[src/pkg/acs_pkg.sv]
// Purpose : Shared constants and types for the ADC conversion sequencer
// Assumes : 100 MHz hclk, AHB-Lite register access
// Notes   : Modulator is modelled by a sample port and a cycle count
package acs_pkg;
  localparam logic [7:0]  ACS_OFS_CTRL    = 8'h00;
  localparam logic [7:0]  ACS_OFS_STATUS  = 8'h04;
  localparam logic [7:0]  ACS_OFS_RESULT  = 8'h08;
  localparam logic [7:0]  ACS_OFS_IRQ     = 8'h0C;
  localparam logic [7:0]  ACS_OFS_MASK    = 8'h10;
  localparam logic [7:0]  ACS_OFS_LSB     = 8'h14;
  // Control word fields
  localparam int          ACS_GAIN_LO     = 0;
  localparam int          ACS_TS_BIT      = 3;
  localparam int          ACS_CHOP_BIT    = 4;
  localparam int          ACS_MODE_BIT    = 5;
  localparam int          ACS_SS_BIT      = 6;
  localparam int          ACS_MUX_LO      = 8;
  localparam logic [31:0] ACS_CTRL_RST    = 32'h0000_0020;
  // Gain range codes 0..5 valid; 6,7 read back the narrowest step but reach mod_gain unchanged
  localparam logic [2:0]  ACS_GAIN_MAX    = 3'h5;
  // Irq bits
  localparam int          ACS_IRQ_DONE    = 0;
  localparam int          ACS_IRQ_CLIP    = 1;
  // Timing
  localparam int          ACS_CLK_MHZ     = 100;
  localparam int          ACS_CONV_US     = 20;
  localparam int          ACS_CONV_CYC    = ACS_CONV_US * ACS_CLK_MHZ;
  // Continuous mode: ready pin returns high this long before the next result
  localparam int          ACS_RDY_LEAD_US  = 8;
  localparam int          ACS_RDY_LEAD_CYC = ACS_RDY_LEAD_US * ACS_CLK_MHZ;
  localparam logic [23:0] ACS_POS_FS      = 24'h7F_FFFF;
  localparam logic [23:0] ACS_NEG_FS      = 24'h80_0000;
  typedef enum logic [1:0] {ACS_PWRDN, ACS_CONV} acs_state_t;
endpackage

[src/pkg/acs_conv_if.sv]
// Purpose : Carries a finished conversion between the timer and the top
// Assumes : One hclk domain
// Notes   : done is a one-cycle pulse
`timescale 1ns/1ps
interface acs_conv_if;
  logic        start;
  logic        done;
  logic [15:0] cycles;
  modport ctrl (output start, output cycles, input done);
  modport tmr  (input start, input cycles, output done);
endinterface

[src/verilog/acs_top.sv]
// Purpose : Conversion sequencer of a 24-bit sigma-delta converter
// Assumes : Modulator sample arrives on sample_in; AHB-Lite single word access
// Notes   : Serial link pins are sampled by hclk; framing lies elsewhere
// Behaviour
// - Three-bit gain field picks six ranges
// - Code step equals range over two^24
// - Temperature select gives 14-bit left-justified value
// - Negative temperature is inverted plus one
// - Chop: normal then reversed, averaged
// - Chop continuous: first slow, then half-time
// - Reset loads defaults, enters power-down
// - Mode one single-shot, zero continuous
// - Trigger powers up, self-clears, converts once
// - Trigger during conversion is ignored
// - Continuous stores result, restarts immediately
// - Three or four wire serial link
// - Ready pin driven low on new data
// - Results clip at full-scale codes
`timescale 1ns/1ps
module acs_top (
  input  wire logic         hclk,
  input  wire logic         hresetn,
  input  wire logic         hsel,
  input  wire logic [31:0]  haddr,
  input  wire logic [1:0]   htrans,
  input  wire logic         hwrite,
  input  wire logic [2:0]   hsize,
  input  wire logic [31:0]  hwdata,
  input  wire logic         hready,
  output logic [31:0]       hrdata,
  output logic              hreadyout,
  output logic              hresp,
  input  wire logic         serial_cs_n,
  input  wire logic         serial_clk,
  input  wire logic [24:0]  sample_in,
  input  wire logic [13:0]  temp_in,
  output logic              serial_out_ready_pin,
  output logic              serial_out_ready_oe,
  output logic              mod_power_up,
  output logic              mod_polarity_rev,
  output logic              mod_temp_sel,
  output logic [2:0]        mod_input_pair,
  output logic [2:0]        mod_gain,
  output logic              irq
);
  import acs_pkg::*;
  // ---------------------------------------------------------------
  // State
  // ---------------------------------------------------------------
  typedef struct packed {
    logic [31:0] ctrl;
    logic [23:0] result;
    logic [1:0]  irq_st;
    logic [1:0]  irq_mask;
    acs_state_t  fsm;
    logic        second;
    logic        primed;
    logic [15:0] run_cnt;
    logic [24:0] first_smp;
    logic        ready_n;
    logic        oe;
    logic        irq;
    logic        pol;
    logic        start;
    logic        ap_wr;
    logic        ap_rd;
    logic [7:0]  ap_addr;
    logic [31:0] rdata;
  } acs_top_t;
  acs_top_t   st_r, st_nxt;
  acs_conv_if cif ();
  logic       cs_sel_s;
  logic       sclk_s;
  logic       sclk_d_r;
  // Select is synchronised active high so the flops' reset level means deselected
  acs_sync2 u_cs (.hclk(hclk), .hresetn(hresetn), .d(~serial_cs_n), .q(cs_sel_s));
  acs_sync2 u_ck (.hclk(hclk), .hresetn(hresetn), .d(serial_clk), .q(sclk_s));
  acs_conv_timer u_tmr (.hclk(hclk), .hresetn(hresetn), .cif(cif));
  always_ff @(posedge hclk or negedge hresetn) begin
    if (!hresetn) begin
      sclk_d_r <= 1'b0;
    end else begin
      sclk_d_r <= sclk_s;
    end
  end
  // ---------------------------------------------------------------
  // Helpers
  // ---------------------------------------------------------------
  // Saturate a 25-bit signed sum to 24-bit two's complement
  function automatic logic [23:0] acs_clip(input logic [24:0] v);
    if (!v[24] && v[23]) begin
      acs_clip = ACS_POS_FS;
    end else if (v[24] && !v[23]) begin
      acs_clip = ACS_NEG_FS;
    end else begin
      acs_clip = v[23:0];
    end
  endfunction
  // Step size in picovolts, FSR over 2^24 (full span 2*FS)
  function automatic logic [31:0] acs_lsb_pv(input logic [2:0] g);
    case (g)
      3'h0:    acs_lsb_pv = 32'h000B_2B60;
      3'h1:    acs_lsb_pv = 32'h0007_7240;
      3'h2:    acs_lsb_pv = 32'h0003_B920;
      3'h3:    acs_lsb_pv = 32'h0001_DC90;
      3'h4:    acs_lsb_pv = 32'h0000_EE48;
      default: acs_lsb_pv = 32'h0000_7724;
    endcase
  endfunction
  logic [2:0]  gain_range_sel;
  logic        temp_sense_select;
  logic        chop_en;
  logic        single_mode;
  logic [24:0] avg_sum;
  logic [24:0] this_smp;
  logic [15:0] temp_word;
  logic        ss_req;
  logic        wr_ctrl;
  logic        cs_active;
  assign gain_range_sel    = (st_r.ctrl[ACS_GAIN_LO +: 3] > ACS_GAIN_MAX) ?
                             ACS_GAIN_MAX : st_r.ctrl[ACS_GAIN_LO +: 3];
  assign temp_sense_select = st_r.ctrl[ACS_TS_BIT];
  assign chop_en           = st_r.ctrl[ACS_CHOP_BIT];
  assign single_mode       = st_r.ctrl[ACS_MODE_BIT];
  // Temperature: 14-bit two's complement placed in bits 15:2
  assign temp_word = {temp_in, 2'b00};
  // Reversed polarity sample is negated before averaging
  assign this_smp  = st_r.pol ? (~sample_in + 25'h000_0001) : sample_in;
  assign avg_sum   = {st_r.first_smp[24], st_r.first_smp[24:1]} +
                     {this_smp[24], this_smp[24:1]};
  assign wr_ctrl   = st_r.ap_wr && (st_r.ap_addr == ACS_OFS_CTRL);
  assign ss_req    = wr_ctrl && hwdata[ACS_SS_BIT];
  assign cs_active = cs_sel_s;
  assign cif.cycles = 16'(ACS_CONV_CYC);
  assign cif.start  = st_r.start;
  // ---------------------------------------------------------------
  // Next state
  // ---------------------------------------------------------------
  always_comb begin
    st_nxt        = st_r;
    st_nxt.start  = 1'b0;
    st_nxt.ap_wr  = 1'b0;
    st_nxt.ap_rd  = 1'b0;
    // Register writes; trigger bit never stored as one
    if (wr_ctrl) begin
      st_nxt.ctrl = hwdata & 32'h0000_073F;
    end
    st_nxt.ctrl[ACS_SS_BIT] = 1'b0;
    if (st_r.ap_wr && st_r.ap_addr == ACS_OFS_MASK) begin
      st_nxt.irq_mask = hwdata[1:0];
    end
    if (st_r.ap_wr && st_r.ap_addr == ACS_OFS_IRQ) begin
      st_nxt.irq_st = st_r.irq_st & ~hwdata[1:0];
    end
    // A host read of the result retires the ready indication
    if (st_r.ap_rd && st_r.ap_addr == ACS_OFS_RESULT) begin
      st_nxt.ready_n = 1'b1;
    end
    case (st_r.fsm)
      ACS_PWRDN: begin
        st_nxt.primed = 1'b0;
        st_nxt.second = 1'b0;
        st_nxt.pol    = 1'b0;
        if (wr_ctrl && !hwdata[ACS_MODE_BIT]) begin
          st_nxt.fsm   = ACS_CONV;
          st_nxt.start = 1'b1;
        end else if (single_mode && ss_req) begin
          st_nxt.fsm   = ACS_CONV;
          st_nxt.start = 1'b1;
        end
      end
      ACS_CONV: begin
        // Trigger writes here fall through with no effect
        if (cif.done) begin
          if (chop_en && !st_r.second && !st_r.primed) begin
            st_nxt.first_smp = this_smp;
            st_nxt.second    = 1'b1;
            st_nxt.pol       = ~st_r.pol;
            st_nxt.start     = 1'b1;
          end else begin
            if (temp_sense_select) begin
              st_nxt.result = {{8{temp_word[15]}}, temp_word};
            end else if (chop_en) begin
              st_nxt.result = acs_clip(avg_sum);
            end else begin
              st_nxt.result = acs_clip(sample_in);
            end
            st_nxt.ready_n          = 1'b0;
            st_nxt.irq_st[ACS_IRQ_DONE] = 1'b1;
            if (!temp_sense_select && (sample_in[24] != sample_in[23])) begin
              st_nxt.irq_st[ACS_IRQ_CLIP] = 1'b1;
            end
            // Chop pairs slide in continuous mode: each new half, of either polarity, reuses the last
            st_nxt.first_smp = this_smp;
            st_nxt.primed    = chop_en;
            st_nxt.second    = 1'b0;
            // Leaving for power-down must not raise the reversed polarity
            st_nxt.pol       = (chop_en && !single_mode) ? ~st_r.pol : 1'b0;
            if (single_mode) begin
              st_nxt.fsm = ACS_PWRDN;
            end else begin
              st_nxt.start = 1'b1;
            end
          end
        end
      end
      default: begin
        st_nxt.fsm = ACS_PWRDN;
      end
    endcase
    // Pin goes high a fixed lead before each new result in continuous mode,
    // so an unread result still stays flagged for most of the next conversion
    if (st_r.start) begin
      st_nxt.run_cnt = 16'h0000;
    end else if (st_r.fsm == ACS_CONV) begin
      st_nxt.run_cnt = st_r.run_cnt + 16'h0001;
    end
    if (!single_mode && st_r.fsm == ACS_CONV &&
        st_r.run_cnt == 16'(ACS_CONV_CYC - ACS_RDY_LEAD_CYC)) begin
      st_nxt.ready_n = 1'b1;
    end
    st_nxt.oe  = cs_active;
    st_nxt.irq = |(st_nxt.irq_st & st_nxt.irq_mask);
    // Bus address phase
    if (hsel && hready && htrans[1]) begin
      st_nxt.ap_wr   = hwrite;
      st_nxt.ap_rd   = !hwrite;
      st_nxt.ap_addr = haddr[7:0];
      case (haddr[7:0])
        ACS_OFS_CTRL:   st_nxt.rdata = st_r.ctrl;
        ACS_OFS_STATUS: st_nxt.rdata = {27'h0, sclk_s & ~sclk_d_r, cs_active,
                                        st_r.ready_n, st_r.fsm == ACS_CONV,
                                        st_r.second};
        ACS_OFS_RESULT: st_nxt.rdata = {8'h00, st_r.result};
        ACS_OFS_IRQ:    st_nxt.rdata = {30'h0, st_r.irq_st};
        ACS_OFS_MASK:   st_nxt.rdata = {30'h0, st_r.irq_mask};
        ACS_OFS_LSB:    st_nxt.rdata = acs_lsb_pv(gain_range_sel);
        default:        st_nxt.rdata = 32'h0000_0000;
      endcase
    end
  end
  always_ff @(posedge hclk or negedge hresetn) begin
    if (!hresetn) begin
      st_r         <= '0;
      st_r.ctrl    <= ACS_CTRL_RST;
      st_r.fsm     <= ACS_PWRDN;
      st_r.ready_n <= 1'b1;
    end else begin
      st_r <= st_nxt;
    end
  end
  // ---------------------------------------------------------------
  // Outputs
  // ---------------------------------------------------------------
  assign hrdata               = st_r.rdata;
  assign hreadyout            = 1'b1;
  assign hresp                = 1'b0;
  assign serial_out_ready_pin = st_r.ready_n;
  assign serial_out_ready_oe  = st_r.oe;
  assign mod_power_up         = (st_r.fsm == ACS_CONV);
  assign mod_polarity_rev     = st_r.pol;
  assign mod_temp_sel         = st_r.ctrl[ACS_TS_BIT];
  assign mod_input_pair       = st_r.ctrl[ACS_MUX_LO +: 3];
  assign mod_gain             = st_r.ctrl[ACS_GAIN_LO +: 3];
  assign irq                  = st_r.irq;
endmodule

[src/verilog/acs_conv_timer.sv]
// Purpose : Times one internal modulator conversion
// Assumes : start only while idle
// Notes   : Stands in for the sigma-delta settle time
`timescale 1ns/1ps
module acs_conv_timer (
  input  wire logic  hclk,
  input  wire logic  hresetn,
  acs_conv_if.tmr    cif
);
  import acs_pkg::*;
  typedef struct packed {
    logic        busy;
    logic [15:0] cnt;
    logic        done;
  } acs_tmr_t;
  acs_tmr_t st_r, st_nxt;
  always_comb begin
    st_nxt      = st_r;
    st_nxt.done = 1'b0;
    if (st_r.busy) begin
      if (st_r.cnt <= 16'h0001) begin
        st_nxt.busy = 1'b0;
        st_nxt.done = 1'b1;
      end else begin
        st_nxt.cnt = st_r.cnt - 16'h0001;
      end
    end else if (cif.start) begin
      st_nxt.busy = 1'b1;
      st_nxt.cnt  = cif.cycles;
    end
  end
  always_ff @(posedge hclk or negedge hresetn) begin
    if (!hresetn) begin
      st_r <= '0;
    end else begin
      st_r <= st_nxt;
    end
  end
  assign cif.done = st_r.done;
endmodule

[src/verilog/acs_sync2.sv]
// Purpose : Two-flop synchroniser for a pin level
// Assumes : Destination is hclk
// Notes   : First stage is read only by the second
`timescale 1ns/1ps
module acs_sync2 (
  input  wire logic hclk,
  input  wire logic hresetn,
  input  wire logic d,
  output logic      q
);
  logic meta_r;
  always_ff @(posedge hclk or negedge hresetn) begin
    if (!hresetn) begin
      meta_r <= 1'b0;
      q      <= 1'b0;
    end else begin
      meta_r <= d;
      q      <= meta_r;
    end
  end
endmodule

[config.mk]
export PLATFORM = sky130hd
export DESIGN_NAME = acs_top
export DESIGN_NICKNAME = d
export VERILOG_FILES = /design/src/pkg/acs_pkg.sv /design/src/pkg/acs_conv_if.sv /design/src/verilog/acs_top.sv /design/src/verilog/acs_conv_timer.sv /design/src/verilog/acs_sync2.sv
export SDC_FILE = /design/constraint.sdc
export NUM_CORES = 1
export LEC_CHECK = 0
export ABC_AREA = 1
export BUFFER_PORTS_ARGS = -buffer_cell sky130_fd_sc_hd__buf_2
export CAP_MARGIN = 20
export CELL_PAD_IN_SITES_DETAIL_PLACEMENT = 0
export CELL_PAD_IN_SITES_GLOBAL_PLACEMENT = 2
export CORE_MARGIN = 5
export CORE_UTILIZATION = 32
export CTS_CLUSTER_DIAMETER = 120
export CTS_CLUSTER_SIZE = 16
export DETAILED_ROUTE_END_ITERATION = 8
export PLACE_DENSITY_LB_ADDON = 0.1
export RECOVER_POWER = 100
export SETUP_SLACK_MARGIN = 0.15
export SYNTH_ARGS = -nofsm -noshare
export SYNTH_HDL_FRONTEND = slang
export SYNTH_SLANG_ARGS = --single-unit
[constraint.sdc]
create_clock -name hclk -period 3.3 [get_ports hclk]
set_clock_uncertainty 0.2 [all_clocks]
set_input_delay 0.33 -clock hclk [delete_from_list [all_inputs] [get_ports hclk]]
set_output_delay 0.33 -clock hclk [all_outputs]
set_load 0.01 [all_outputs]
==> run metrics, run 1 <==
status complete, but fails checks; failing checks capacitance limit, slew limit; cell taking the most area after synthesis dfrtp_1; min-delay worst type in -> reg; most common cell in the netlist nand2_1; core area a little under 30,000 sq um; row cnt between 60 and 70; CTS Buf Count 17; Slew HR -0.2740; Worst Path Class, Setup in -> reg; gr usage total 0.1946; First-pass DRT Iterations 6; synthesis-to-finish area growth 38.57%; multi-input combinational cell area between 5000 and 6000 sq um; depth of the CTS H-tree 4; Hold Startpoint hwdata[4]; Final Cycle Share 0.9671; Initial DRC Count around 640; Cell Area, Synth 9395 sq um; Cell Chain, Critical Path buf_2 -> buf_4 -> nor3b_2 -> nand4_1 -> buf_4 -> o21ai_2 -> xor2_1 -> ha_2 -> a21oi_2 -> nand2_1 -> a21oi_2 -> nand4_1 -> nand2_2 -> nand2_4 -> clkbuf_16 -> nand2_4 -> nand2_1 -> nand2_1 -> nand2_1 -> nand2_1 -> nand2_1; first-pass GRT wire length 50.81 mm; initial antenna violation count 0; Avg WL per Cell between 15 and 20 um; I/O Pins around 160; GP Congestion about 0.86; setup TNS 0 ps; CP Launch Type input pin; vias in the first global route between 9,000 and 10,000; reported max-cap violation count 3; Async SR Flop Fraction 1.000; CP max stage delay between 300 and 400 ps; nets roughly 1,800; CP arrival 3310 ps; min Tclk post-route roughly 3200 ps; Synth top cells by count nand2_1, inv_1, nor2_1; Pins Over Slew Limit ~150; final WL roughly 32 mm; CP most frequent cell nand2_1; EDFF count, synth 0; residual DRC count 0; Hold Crit Endpoint chop_en$_DFFE_PN0P_; leakage power between 0.006 and 0.007 uW; register area between 3000 and 4000 sq um; placed cell area 11,300 sq um; PortBufs 100; clk slew on worst S/H paths roughly 60 ps; CP endpoint kind flip-flop; setup violators final 0; hold depth 3; ratio of cells with drive above 1 in the final layout 0.2853; critical path's slowest cell ha_2; Slew @ Worst Pin about 1900 ps; synthesized instance count about 1,400; final hold vios 0; reg-to-reg startpoint mod_polarity_rev$_DFFE_PN0P_; pin count of the biggest net entering global routing 75; CP Data Required Time 3420 ps; die area 32,890 sq um; antenna-violating nets left 0; mean post-synth cell area around 6.9 sq um; via count 9,328; initial core utilization 0.3256; filler cell count 3,060; post-synth cell types 50; CTS tree yes; Synthesis Warnings 0; VDD IR max ~330 uV; synth top area cells dfrtp_1, nand2_1, inv_1; Clk Latency, worst-skew pair between 400 and 500 ps; Post-DP HPWL around 25 mm; die width 181.4 um; Yosys reg bits 142; n_diodes 0; reg2reg end st_r[104]$_DFFE_PN0P_; post-synth top area share 0.3729; Vias/cell approximately 4.6; sequential fraction of the synthesis area 0.3785; root buf cell clkbuf_16; R2R setup slack roughly 110 ps; fmax around 0.31 GHz; Max Root-Sink Buffers 2; Worst Path Max Fanout 7; Pwr Density 387.6 nW/um^2; ys flop type dfrtp_1; worst-case reg-to-reg path depth 20; total global routing overflow 0; Chip Height approximately 180 um; Final Instance Area 13,020 sq um; RSZ-0062 raised after global routing true; Clock Sinks approximately 140
==> report_power, final <==
| group | internal (uW) | switching, uW |
|---|---|---|
| clock | 1170 | 840 |
| combinational | 469 | 670 |
| sequential | 1810 | 85.7 |
| total | 3450 | 1600 |
==> cell type report <==
| cell class | instances | area share |
|---|---|---|
| well taps | 384 | 0.03691 |
| inverters | 165 | 0.04959 |
| clock inverters | 13 | 0.01192 |
| flip-flops and latches | 142 | 0.2732 |
| repair buffers | 299 | 0.1603 |
| clock buffers | 19 | 0.03479 |
| multi-input cells | 985 | 0.4333 |
==> sequential cells by signal, summed over array words and instances, names as in the netlist, 3 cells and up <==
signal / cells
st_r: 81
hrdata: 24
u_tmr.st_r: 17
mod_gain: 3
mod_input_pair: 3
==> through the flow <==
step	hold slack (ps)	utilization	power (uW)	setup WS [ps]	std cells
5_1_grt	37.40	0.4511	5322	-146.3	2007
3_5_place_dp	141.8	0.3915	2885	-850.7	1935
3_3_place_gp	137.9	0.3915	2887	-827.9	1935
4_1_cts	0.2393	0.4329	5006	109.5	1997
6_report	1.841	0.4511	5046	108.5	2007
2_1_floorplan	-165.6	-	2457	-31.38	1361
==> worst max-delay path, delay by kind of cell <==
kind	cells	cell delay (ps)
buffers and inverters	4	680
XOR/XNOR	1	250
AO/OA/AOI/OAI	3	530
AND/OR/NAND/NOR	12	1130
adder cells (fa/ha/maj)	1	370
==> placed cells by master, fill, tap and decap left out, drive strengths merged, types with 5 or more instances in the layout <==
cell and count:
o22ai 7, ha 33, o21bai 7, nor3 27, o211ai 8, dfrtp 140
clkbuf 60, xor2 30, conb 10, clkinv 6, nand4 20, buf 242
inv 167, xnor2 8, a21oi 62, nor2 146, o21ai 75, dlygate4sd3 16
nand2 459, nand3 52, a31oi 5
==> logic make-up after synthesis <==
logic type                 Yosys count  share of synthesized area
AOI/OAI and AO/OA                  183                     0.1109
buffers and inverters              235                     0.1136
and+or+nand+nor                    716                     0.3111
other                                2                  0.0007993
xor gates and xnor gates            38                    0.03542
muxes                                3                   0.003595
DFF                                142                     0.3785
adders and majority gates           34                    0.04608
==> per-layer routing <==
metal,share of wire,track usage,routed length [um]
met5,0,0,0
met3,0.042,0.03157,1362
met1,0.51,0.2986,16410
met4,0.013,0.03843,432
met2,0.44,0.2890,14070
==> worst max path at each step <==
stage	startpoint	to	slack (ps)	cells after the start
2_1_floorplan	sample_in[1]	st_r[106]$_DFFE_PN0P_	-30	28
3_3_place_gp	sample_in[1]	st_r[116]$_DFFE_PN0P_	-830	27
3_5_place_dp	sample_in[1]	st_r[112]$_DFFE_PN0P_	-850	27
4_1_cts	sample_in[3]	st_r[104]$_DFFE_PN0P_	110	27
5_1_grt	sample_in[14]	st_r[109]$_DFFE_PN0P_	-150	27
6_report	sample_in[9]	st_r[104]$_DFFE_PN0P_	110	21
==> what timing repair did <==
action / CTS / global route
setup endpoints to repair: 24 / 24
cloned: 1 / 1
resized for setup: 80 / 134
hold endpoints to repair: 86 / 0
pin swaps: 24 / 57
buffers inserted: 14 / 9
hold buffers: 16 / 0
Note: power is estimated with default switching activity, not from simulation.
==> run 2, diff against run 1 <==
--- a/config.mk
+++ b/config.mk
@@ -15,7 +15,7 @@
 export CTS_CLUSTER_DIAMETER = 120
 export CTS_CLUSTER_SIZE = 16
 export DETAILED_ROUTE_END_ITERATION = 8
-export PLACE_DENSITY_LB_ADDON = 0.1
+export PLACE_DENSITY = 0.81
 export RECOVER_POWER = 100
 export SETUP_SLACK_MARGIN = 0.15
 export SYNTH_ARGS = -nofsm -noshare
==> run 2 against run 1 <==
The run still ends with capacitance limit, slew limit left. Die area unchanged. Non-clock buffer count down 15. Sequential cell count did not move. Combinational power barely moved. Sequential share of layout area grew 0.47 points.
==> run metrics, run 2 (synthesis gave the netlist of run 1 again) <==
status complete, but fails checks; failing checks capacitance limit, slew limit; gr usage total 0.1887 (-0.005835); placed cell area 11,210 sq um (-0.80%); Initial DRC Count 564 (-12%); CP endpoint kind flip-flop; Final Instance Area 12,790 sq um (-1.7%); via count 9,278 (-0.54%); Chip Height 181.4 um (unchanged); Vias/cell 4.655 (+0.16%); I/O Pins 161 (unchanged); ratio of cells with drive above 1 in the final layout 0.2704 (-0.01492); synthesis-to-finish area growth 36.16%; setup violators final 0 (unchanged); Hold Startpoint hwdata[0]; fmax 0.3044 GHz (-2.8%); die width 181.4 um (unchanged); worst-case reg-to-reg path depth 18 (-10%); setup TNS 0 ps (unchanged); n_diodes 0 (unchanged); CTS Buf Count 17 (unchanged); Pins Over Slew Limit 46 (-69%); CTS tree yes; Worst Path Class, Setup in -> reg; Clock Sinks 142 (unchanged); CP Data Required Time 3380 ps (-40 ps); final WL 31.12 mm (-3.6%); Clk Latency, worst-skew pair 420 ps (about the same); root buf cell clkbuf_16; Finished Layout Cells 1,993 (-0.70%); CP arrival 3360 ps (+50 ps); hold depth 3 (unchanged); Max Root-Sink Buffers 2 (unchanged); reg-to-reg startpoint mod_polarity_rev$_DFFE_PN0P_; R2R setup slack 110 ps (about the same); initial core utilization 0.3256 (unchanged); commonest non-fill, non-tap cell in the layout nand2_1; residual DRC count 0 (unchanged); Post-DP HPWL 24.11 mm (-3.9%); reg2reg end st_r[112]$_DFFE_PN0P_; commonest cells after routing, fill and taps aside nand2_1, buf_4, inv_1; leakage power 0.006387 uW (-2.2%); reported max-cap violation count 1 (-2); row cnt 62 (unchanged); Slew HR -0.2068 (+0.06719); clk slew on worst S/H paths 70 ps (about the same); vias in the first global route 9,334 (+3.7%); min-delay worst type in -> reg; Pwr Density 386.4 nW/um^2 (-0.32%); Largest register FFs 81 (unchanged); nets 1,745 (-0.80%); Final Cycle Share 0.9954 (+0.02824); CP Launch Type input pin; RSZ-0062 raised after global routing true; First-pass DRT Iterations 5 (-1); Hold Crit Endpoint mod_gain[0]$_DFFE_PN0P_; first-pass GRT wire length 50.12 mm (-1.4%); final hold vios 0 (unchanged); core area 28,860 sq um (unchanged); pin count of the biggest net entering global routing 59 (-21%); GP Congestion 0.8657 (+0.89%); Worst Path Max Fanout 8 (+1); placed insts 1,923 (-0.62%); Top reg by flops st_r; min Tclk post-route 3285 ps (+93.19 ps); Slew @ Worst Pin 1810 ps (-100.8 ps); antenna-violating nets left 0 (unchanged); die area 32,890 sq um (unchanged); PortBufs 100 (unchanged); depth of the CTS H-tree 4 (unchanged); initial antenna violation count 0 (unchanged); Avg WL per Cell 15.61 um (-2.9%); total global routing overflow 0 (unchanged); VDD IR max 341.9 uV (+4.7%)
-- run 2: cell types whose count changed in the layout (fill, tap and decap cells not counted), sizes merged, moves of 2 or more --
cell,change
clkbuf,-3
clkinvlp,+2
buf,-13
clkinv,-2
-- run 2: area by class of cell --
cell class                 count  area, sq um
clock buffer                  19        442.9
clock inverter                13        131.4
fill                        3031        16070
inverter                     165        643.1
multi-input combinational    986         5588
sequential                   142         3556
tap                          384        480.5
timing repair buffer         284         1951
-- run 2: critical path, stage by stage --
cell and delay [ps]:
buf_2 130, nor2_1 160, nand2_1 160, buf_4 180, nor2_4 110, a31oi_4 110
nor2_4 180, buf_6 140, xor2_4 210, ha_4 250, nand2_1 60, nand2_1 80
nand2_1 80, and2_4 150, nand2_4 50, nand2_4 50, nand4_1 160, nand2_4 210
nand2_8 100, nand2_8 120, buf_12 150, nand2_2 60, nand2_2 50, a21oi_2 50
-- run 2: through the flow --
step                total power (uW)  utilization  worst slack [ps]  hold WS, ps
finish                          4943       0.4433             15.30        24.16
global route                    5196       0.4433            -143.1        26.58
CTS                             4919       0.4334             139.8        7.362
detailed placement              2884       0.3884            -763.9        137.3
global placement                2883       0.3884            -790.5        131.5
floorplan                       2457            -            -31.38       -165.6
-- run 2: routing by layer --
metal	up-vias	track usage	wire length, um
li1	4748	-	-
met1	4300	0.2677	15190
met2	206	0.2986	13920
met3	24	0.03740	1632
met4	0	0.04263	381
met5	-	0	0
-- run 2: report_power, final --
group	switching [uW]	internal (uW)	total, uW
registers	86.6	1810	1900
clock network	842	1070	1920
logic	674	457	1130
total	1600	3340	4940
-- run 2: how the worst max path moves through the flow --
| stage | end | cells after the start | slack, ps | start |
|---|---|---|---|---|
| final | st_r[112]$_DFFE_PN0P_ | 24 | 20 | sample_in[4] |
| after global routing | st_r[114]$_DFFE_PN0P_ | 27 | -140 | sample_in[0] |
| after CTS | st_r[118]$_DFFE_PN0P_ | 25 | 140 | sample_in[2] |
| after detailed placement | st_r[118]$_DFFE_PN0P_ | 26 | -760 | sample_in[1] |
| after global placement | st_r[116]$_DFFE_PN0P_ | 26 | -790 | sample_in[1] |
| after floorplan | st_r[106]$_DFFE_PN0P_ | 28 | -30 | sample_in[1] |
-- run 2: timing repair --
item / CTS / global route
pin swaps: 60 / 48
endpoints found under the hold margin: 66 / 0
resized for setup: 105 / 84
setup endpoints to repair: 24 / 24
gates cloned: 2 / 0
buffers inserted: 12 / 7
hold buffers: 17 / 0
==> run 3, diff against run 2 <==
--- a/config.mk
+++ b/config.mk
@@ -5,17 +5,16 @@
 export SDC_FILE = /design/constraint.sdc
 export NUM_CORES = 1
 export LEC_CHECK = 0
-export ABC_AREA = 1
 export BUFFER_PORTS_ARGS = -buffer_cell sky130_fd_sc_hd__buf_2
 export CAP_MARGIN = 20
 export CELL_PAD_IN_SITES_DETAIL_PLACEMENT = 0
 export CELL_PAD_IN_SITES_GLOBAL_PLACEMENT = 2
 export CORE_MARGIN = 5
-export CORE_UTILIZATION = 32
+export CORE_UTILIZATION = 35
 export CTS_CLUSTER_DIAMETER = 120
 export CTS_CLUSTER_SIZE = 16
 export DETAILED_ROUTE_END_ITERATION = 8
-export PLACE_DENSITY = 0.81
+export PLACE_DENSITY = 0.8
 export RECOVER_POWER = 100
 export SETUP_SLACK_MARGIN = 0.15
 export SYNTH_ARGS = -nofsm -noshare
==> run 3 against run 2 <==
The flow finishes with violations (capacitance limit, slew limit, setup timing). Utilization grew 1.1 points. Sequential power is essentially flat. Maximum frequency shrank 10%. Wire length shrank 20%. Hold slack lost 17 ps. Power shrank 13%. Design area shrank 14%. Largest cell class unchanged. Highest routed layer unchanged.
==> run metrics, run 3 <==
Cell Area, Synth 8660 sq um (-7.8%); Adder-Cell Fraction of Synth Area 0.04999 (+0.003915); Logic pwr share 0.122 (-0.107); sequential fraction of the synthesis area 0.4106 (+0.03216); CP arrival 3780 ps (+420 ps); synthesis-to-finish area growth 27.71%; core area 24,320 sq um (-16%); Pwr Density 390.7 nW/um^2 (+1.1%); synthesized instance count 906 (-33%); VDD IR max 289.5 uV (-15%); fmax 0.2731 GHz (-10%); CP max stage delay 570 ps (+320 ps); worst path bufs/invs 3 (-1); failing checks capacitance limit, slew limit, setup timing; First-pass DRT Iterations 5 (unchanged); CP Launch Type input pin; Slew @ Worst Pin 1992 ps (+181.3 ps); Slew HR -0.3277 (-0.1209); Clk Latency, worst-skew pair 420 ps (about the same); sequential share of power 0.435 (+0.051); cell family with most CP delay simple AND/OR/NAND/NOR gates; CTS tree yes; placed insts 1,381 (-28%); root buf cell clkbuf_16; Pwr Total 4320 uW (-13%); ratio of cells with drive above 1 in the final layout 0.2819 (+0.01154); first-pass GRT wire length 41.01 mm (-18%); commonest non-fill, non-tap cell in the layout dfrtp_1; RSZ-0062 raised after global routing true; total global routing overflow 0 (unchanged); ys flop type dfrtp_1; NetSw 1210 uW (-25%); post-synthesis mux area share 0.06083 (+0.05723); worst-case reg-to-reg path depth 12 (-6); status complete, but fails checks; min Tclk post-route 3662 ps (+377.3 ps); Critical path origin sample_in[11]; setup violators final 25 (+25); clock power share 0.443 (+0.055); post-synthesis simple-gate area fraction 0.1445 (-0.1666); final WL 25.05 mm (-20%); Crit path depth 16 (-33%); PnR worst setup slack -362.0 ps (-377.3 ps); Initial DRC Count 388 (-31%); synth top area cells dfrtp_1, mux2_2, ha_1; Top reg by flops st_r; post-synth cell types 75 (+50%); pin count of the biggest net entering global routing 78 (+32%); reg-to-reg startpoint mod_polarity_rev$_DFFE_PN0P_; XOR/XNOR Fraction of Synth Area 0.05765 (+0.02223); GP Congestion 0.8312 (-4.0%); Yosys reg bits 142 (unchanged); Synth Area in Compound Gates 0.2060 (+0.09511); Pins Over Slew Limit 142 (+210%); sw frac 0.2800 (-0.04436); Max Root-Sink Buffers 2 (unchanged); CTS Buf Count 17 (unchanged); final hold vios 0 (unchanged); Final Cycle Share 1.110 (+0.1143); clk slew on worst S/H paths 70 ps (about the same); Synthesis Warnings 0 (unchanged); gr usage total 0.1806 (-0.008128); Synth top cells by count dfrtp_1, nand2_1, a21oi_1; antenna-violating nets left 0 (unchanged); mean post-synth cell area 9.558 sq um (+38%); vias in the first global route 7,482 (-20%); min-delay worst type in -> reg; PortBufs 100 (unchanged); Worst Path Max Fanout 16 (+8); most common cell in the netlist dfrtp_1; Avg WL per Cell 17.34 um (+11%); EDFF count, synth 0 (unchanged); R2R setup slack -220 ps (-330 ps); hold depth 3 (unchanged); die area 27,990 sq um (-15%); residual DRC count 0 (unchanged); termination of the worst setup path st_r[105]$_DFFE_PN0P_; die width 167.3 um (-7.8%); setup TNS -7666 ps (-7666 ps); Chip Height 167.3 um (-7.8%); Clock Sinks 142 (unchanged); commonest cells after routing, fill and taps aside dfrtp_1, buf_4, nand2_1; Vias/cell 5.131 (+10%); via count 7,415 (-20%); Pint 3111 uW (-6.9%); row cnt 57 (-8.1%); Async SR Flop Fraction 1.000 (unchanged); nets 1,257 (-28%); I/O Pins 161 (unchanged); Largest register FFs 81 (unchanged); Post-DP HPWL 18.99 mm (-21%); Finished Layout Cells 1,445 (-27%); Worst Path Class, Setup in -> reg; critical path's slowest cell or4_4; cell taking the most area after synthesis dfrtp_1; initial core utilization 0.3561 (+0.03050); post-synth top area share 0.4046 (+0.03168); largest family of logic cells by synthesized area compound AO/OA/AOI/OAI gates; leakage power 0.005031 uW (-21%); n_diodes 0 (unchanged); initial antenna violation count 0 (unchanged); Cell Chain, Critical Path buf_6 -> or4_4 -> nor4_4 -> nand3_2 -> buf_4 -> nand2_1 -> xnor2_1 -> ha_1 -> nand2_1 -> or3_4 -> o21ai_4 -> a21oi_1 -> o311ai_4 -> buf_12 -> a21oi_1 -> o311ai_1; CP Data Required Time 3420 ps (+40 ps); reg2reg end st_r[105]$_DFFE_PN0P_; CP endpoint kind flip-flop; depth of the CTS H-tree 4 (unchanged); reported max-cap violation count 3 (+2)
-- run 3: changes by cell type in the layout (fill, tap and decap cells not counted), sizes merged, moves of 13 or more --
cell   change
buf       -40
nand2    -378
o31ai     +13
a21oi     +19
nand3     -25
xnor2     +28
nor3      -13
inv      -122
o21ai     -25
mux2      +39
nor2      -96
-- run 3: area by class of cell --
type	count	area, sq um
clock buffer	18	429.2
multi-input combinational	656	4693
fill	2408	13260
timing repair buffer	254	1690
tap	324	405.4
sequential	142	3556
clock inverter	14	146.4
inverter	37	138.9
-- run 3: worst min-delay path by stage --
| stage | from | end | slack (ps) |
|---|---|---|---|
| 4_1_cts | temp_in[6] | st_r[104]$_DFFE_PN0P_ | 2 |
| 3_5_place_dp | u_ck.meta_r$_DFF_PN0_ | u_ck.q$_DFF_PN0_ | 140 |
| 5_1_grt | temp_in[6] | st_r[104]$_DFFE_PN0P_ | 7 |
| 2_1_floorplan | hresetn | chop_en$_DFFE_PN0P_ | -170 |
| 3_3_place_gp | u_ck.meta_r$_DFF_PN0_ | u_ck.q$_DFF_PN0_ | 140 |
| 6_report | temp_in[6] | st_r[104]$_DFFE_PN0P_ | 7 |
-- run 3: power by group through the flow --
| stage | clock network, uW | logic [uW] | registers [uW] |
|---|---|---|---|
| finish | 1910 | 526 | 1880 |
| global route | 2030 | 590 | 1890 |
| global placement | 0 | 499 | 1910 |
| CTS | 1960 | 532 | 1880 |
| detailed placement | 0 | 499 | 1910 |
| floorplan | 0 | 272 | 1890 |
-- run 3: per-layer routing --
layer	vias up	GRT usage	routed length, um
met4	0	0.03035	177
met2	138	0.2807	11370
met3	15	0.03772	1142
met5	-	0	0
met1	3592	0.2649	12370
li1	3670	-	-
-- run 3: logic make-up after synthesis --
kind of cell    count (synthesis)
buf+inv                       116
fa+ha+maj                      34
mux                            47
simple gates                  252
flops                         142
xor+xnor                       57
compound gates                256
other cells                     2
-- run 3: worst reg2reg max path: stages (launching register included) --
cell and delay [ps]:
dfrtp_1 450, buf_4 320, o21ai_0 180, xnor2_1 170
ha_1 390, nand4_1 160, or3_4 380, o21ai_4 220
a21oi_1 140, o311ai_4 330, buf_12 190, a21oi_1 50
o311ai_1 240
-- run 3: stage by stage --
step	utilization	setup slack [ps]	cell area [sq um]	hold slack, ps
5_1_grt	0.4548	-555.8	11060	6.536
6_report	0.4548	-362.0	11060	7.002
4_1_cts	0.4540	-322.8	11040	1.578
3_3_place_gp	0.4152	-806.6	10100	136.1
2_1_floorplan	-	-587.1	8730	-165.6
3_5_place_dp	0.4152	-886.2	10100	137.2
-- run 3: what timing repair did --
action | CTS | global route
buffers inserted | 8 | 2
endpoints found under the setup margin | 24 | 24
hold buffers | 22 | 0
gates resized for setup | 20 | 14
hold endpoints to repair | 94 | 0
pin swaps | 9 | 1
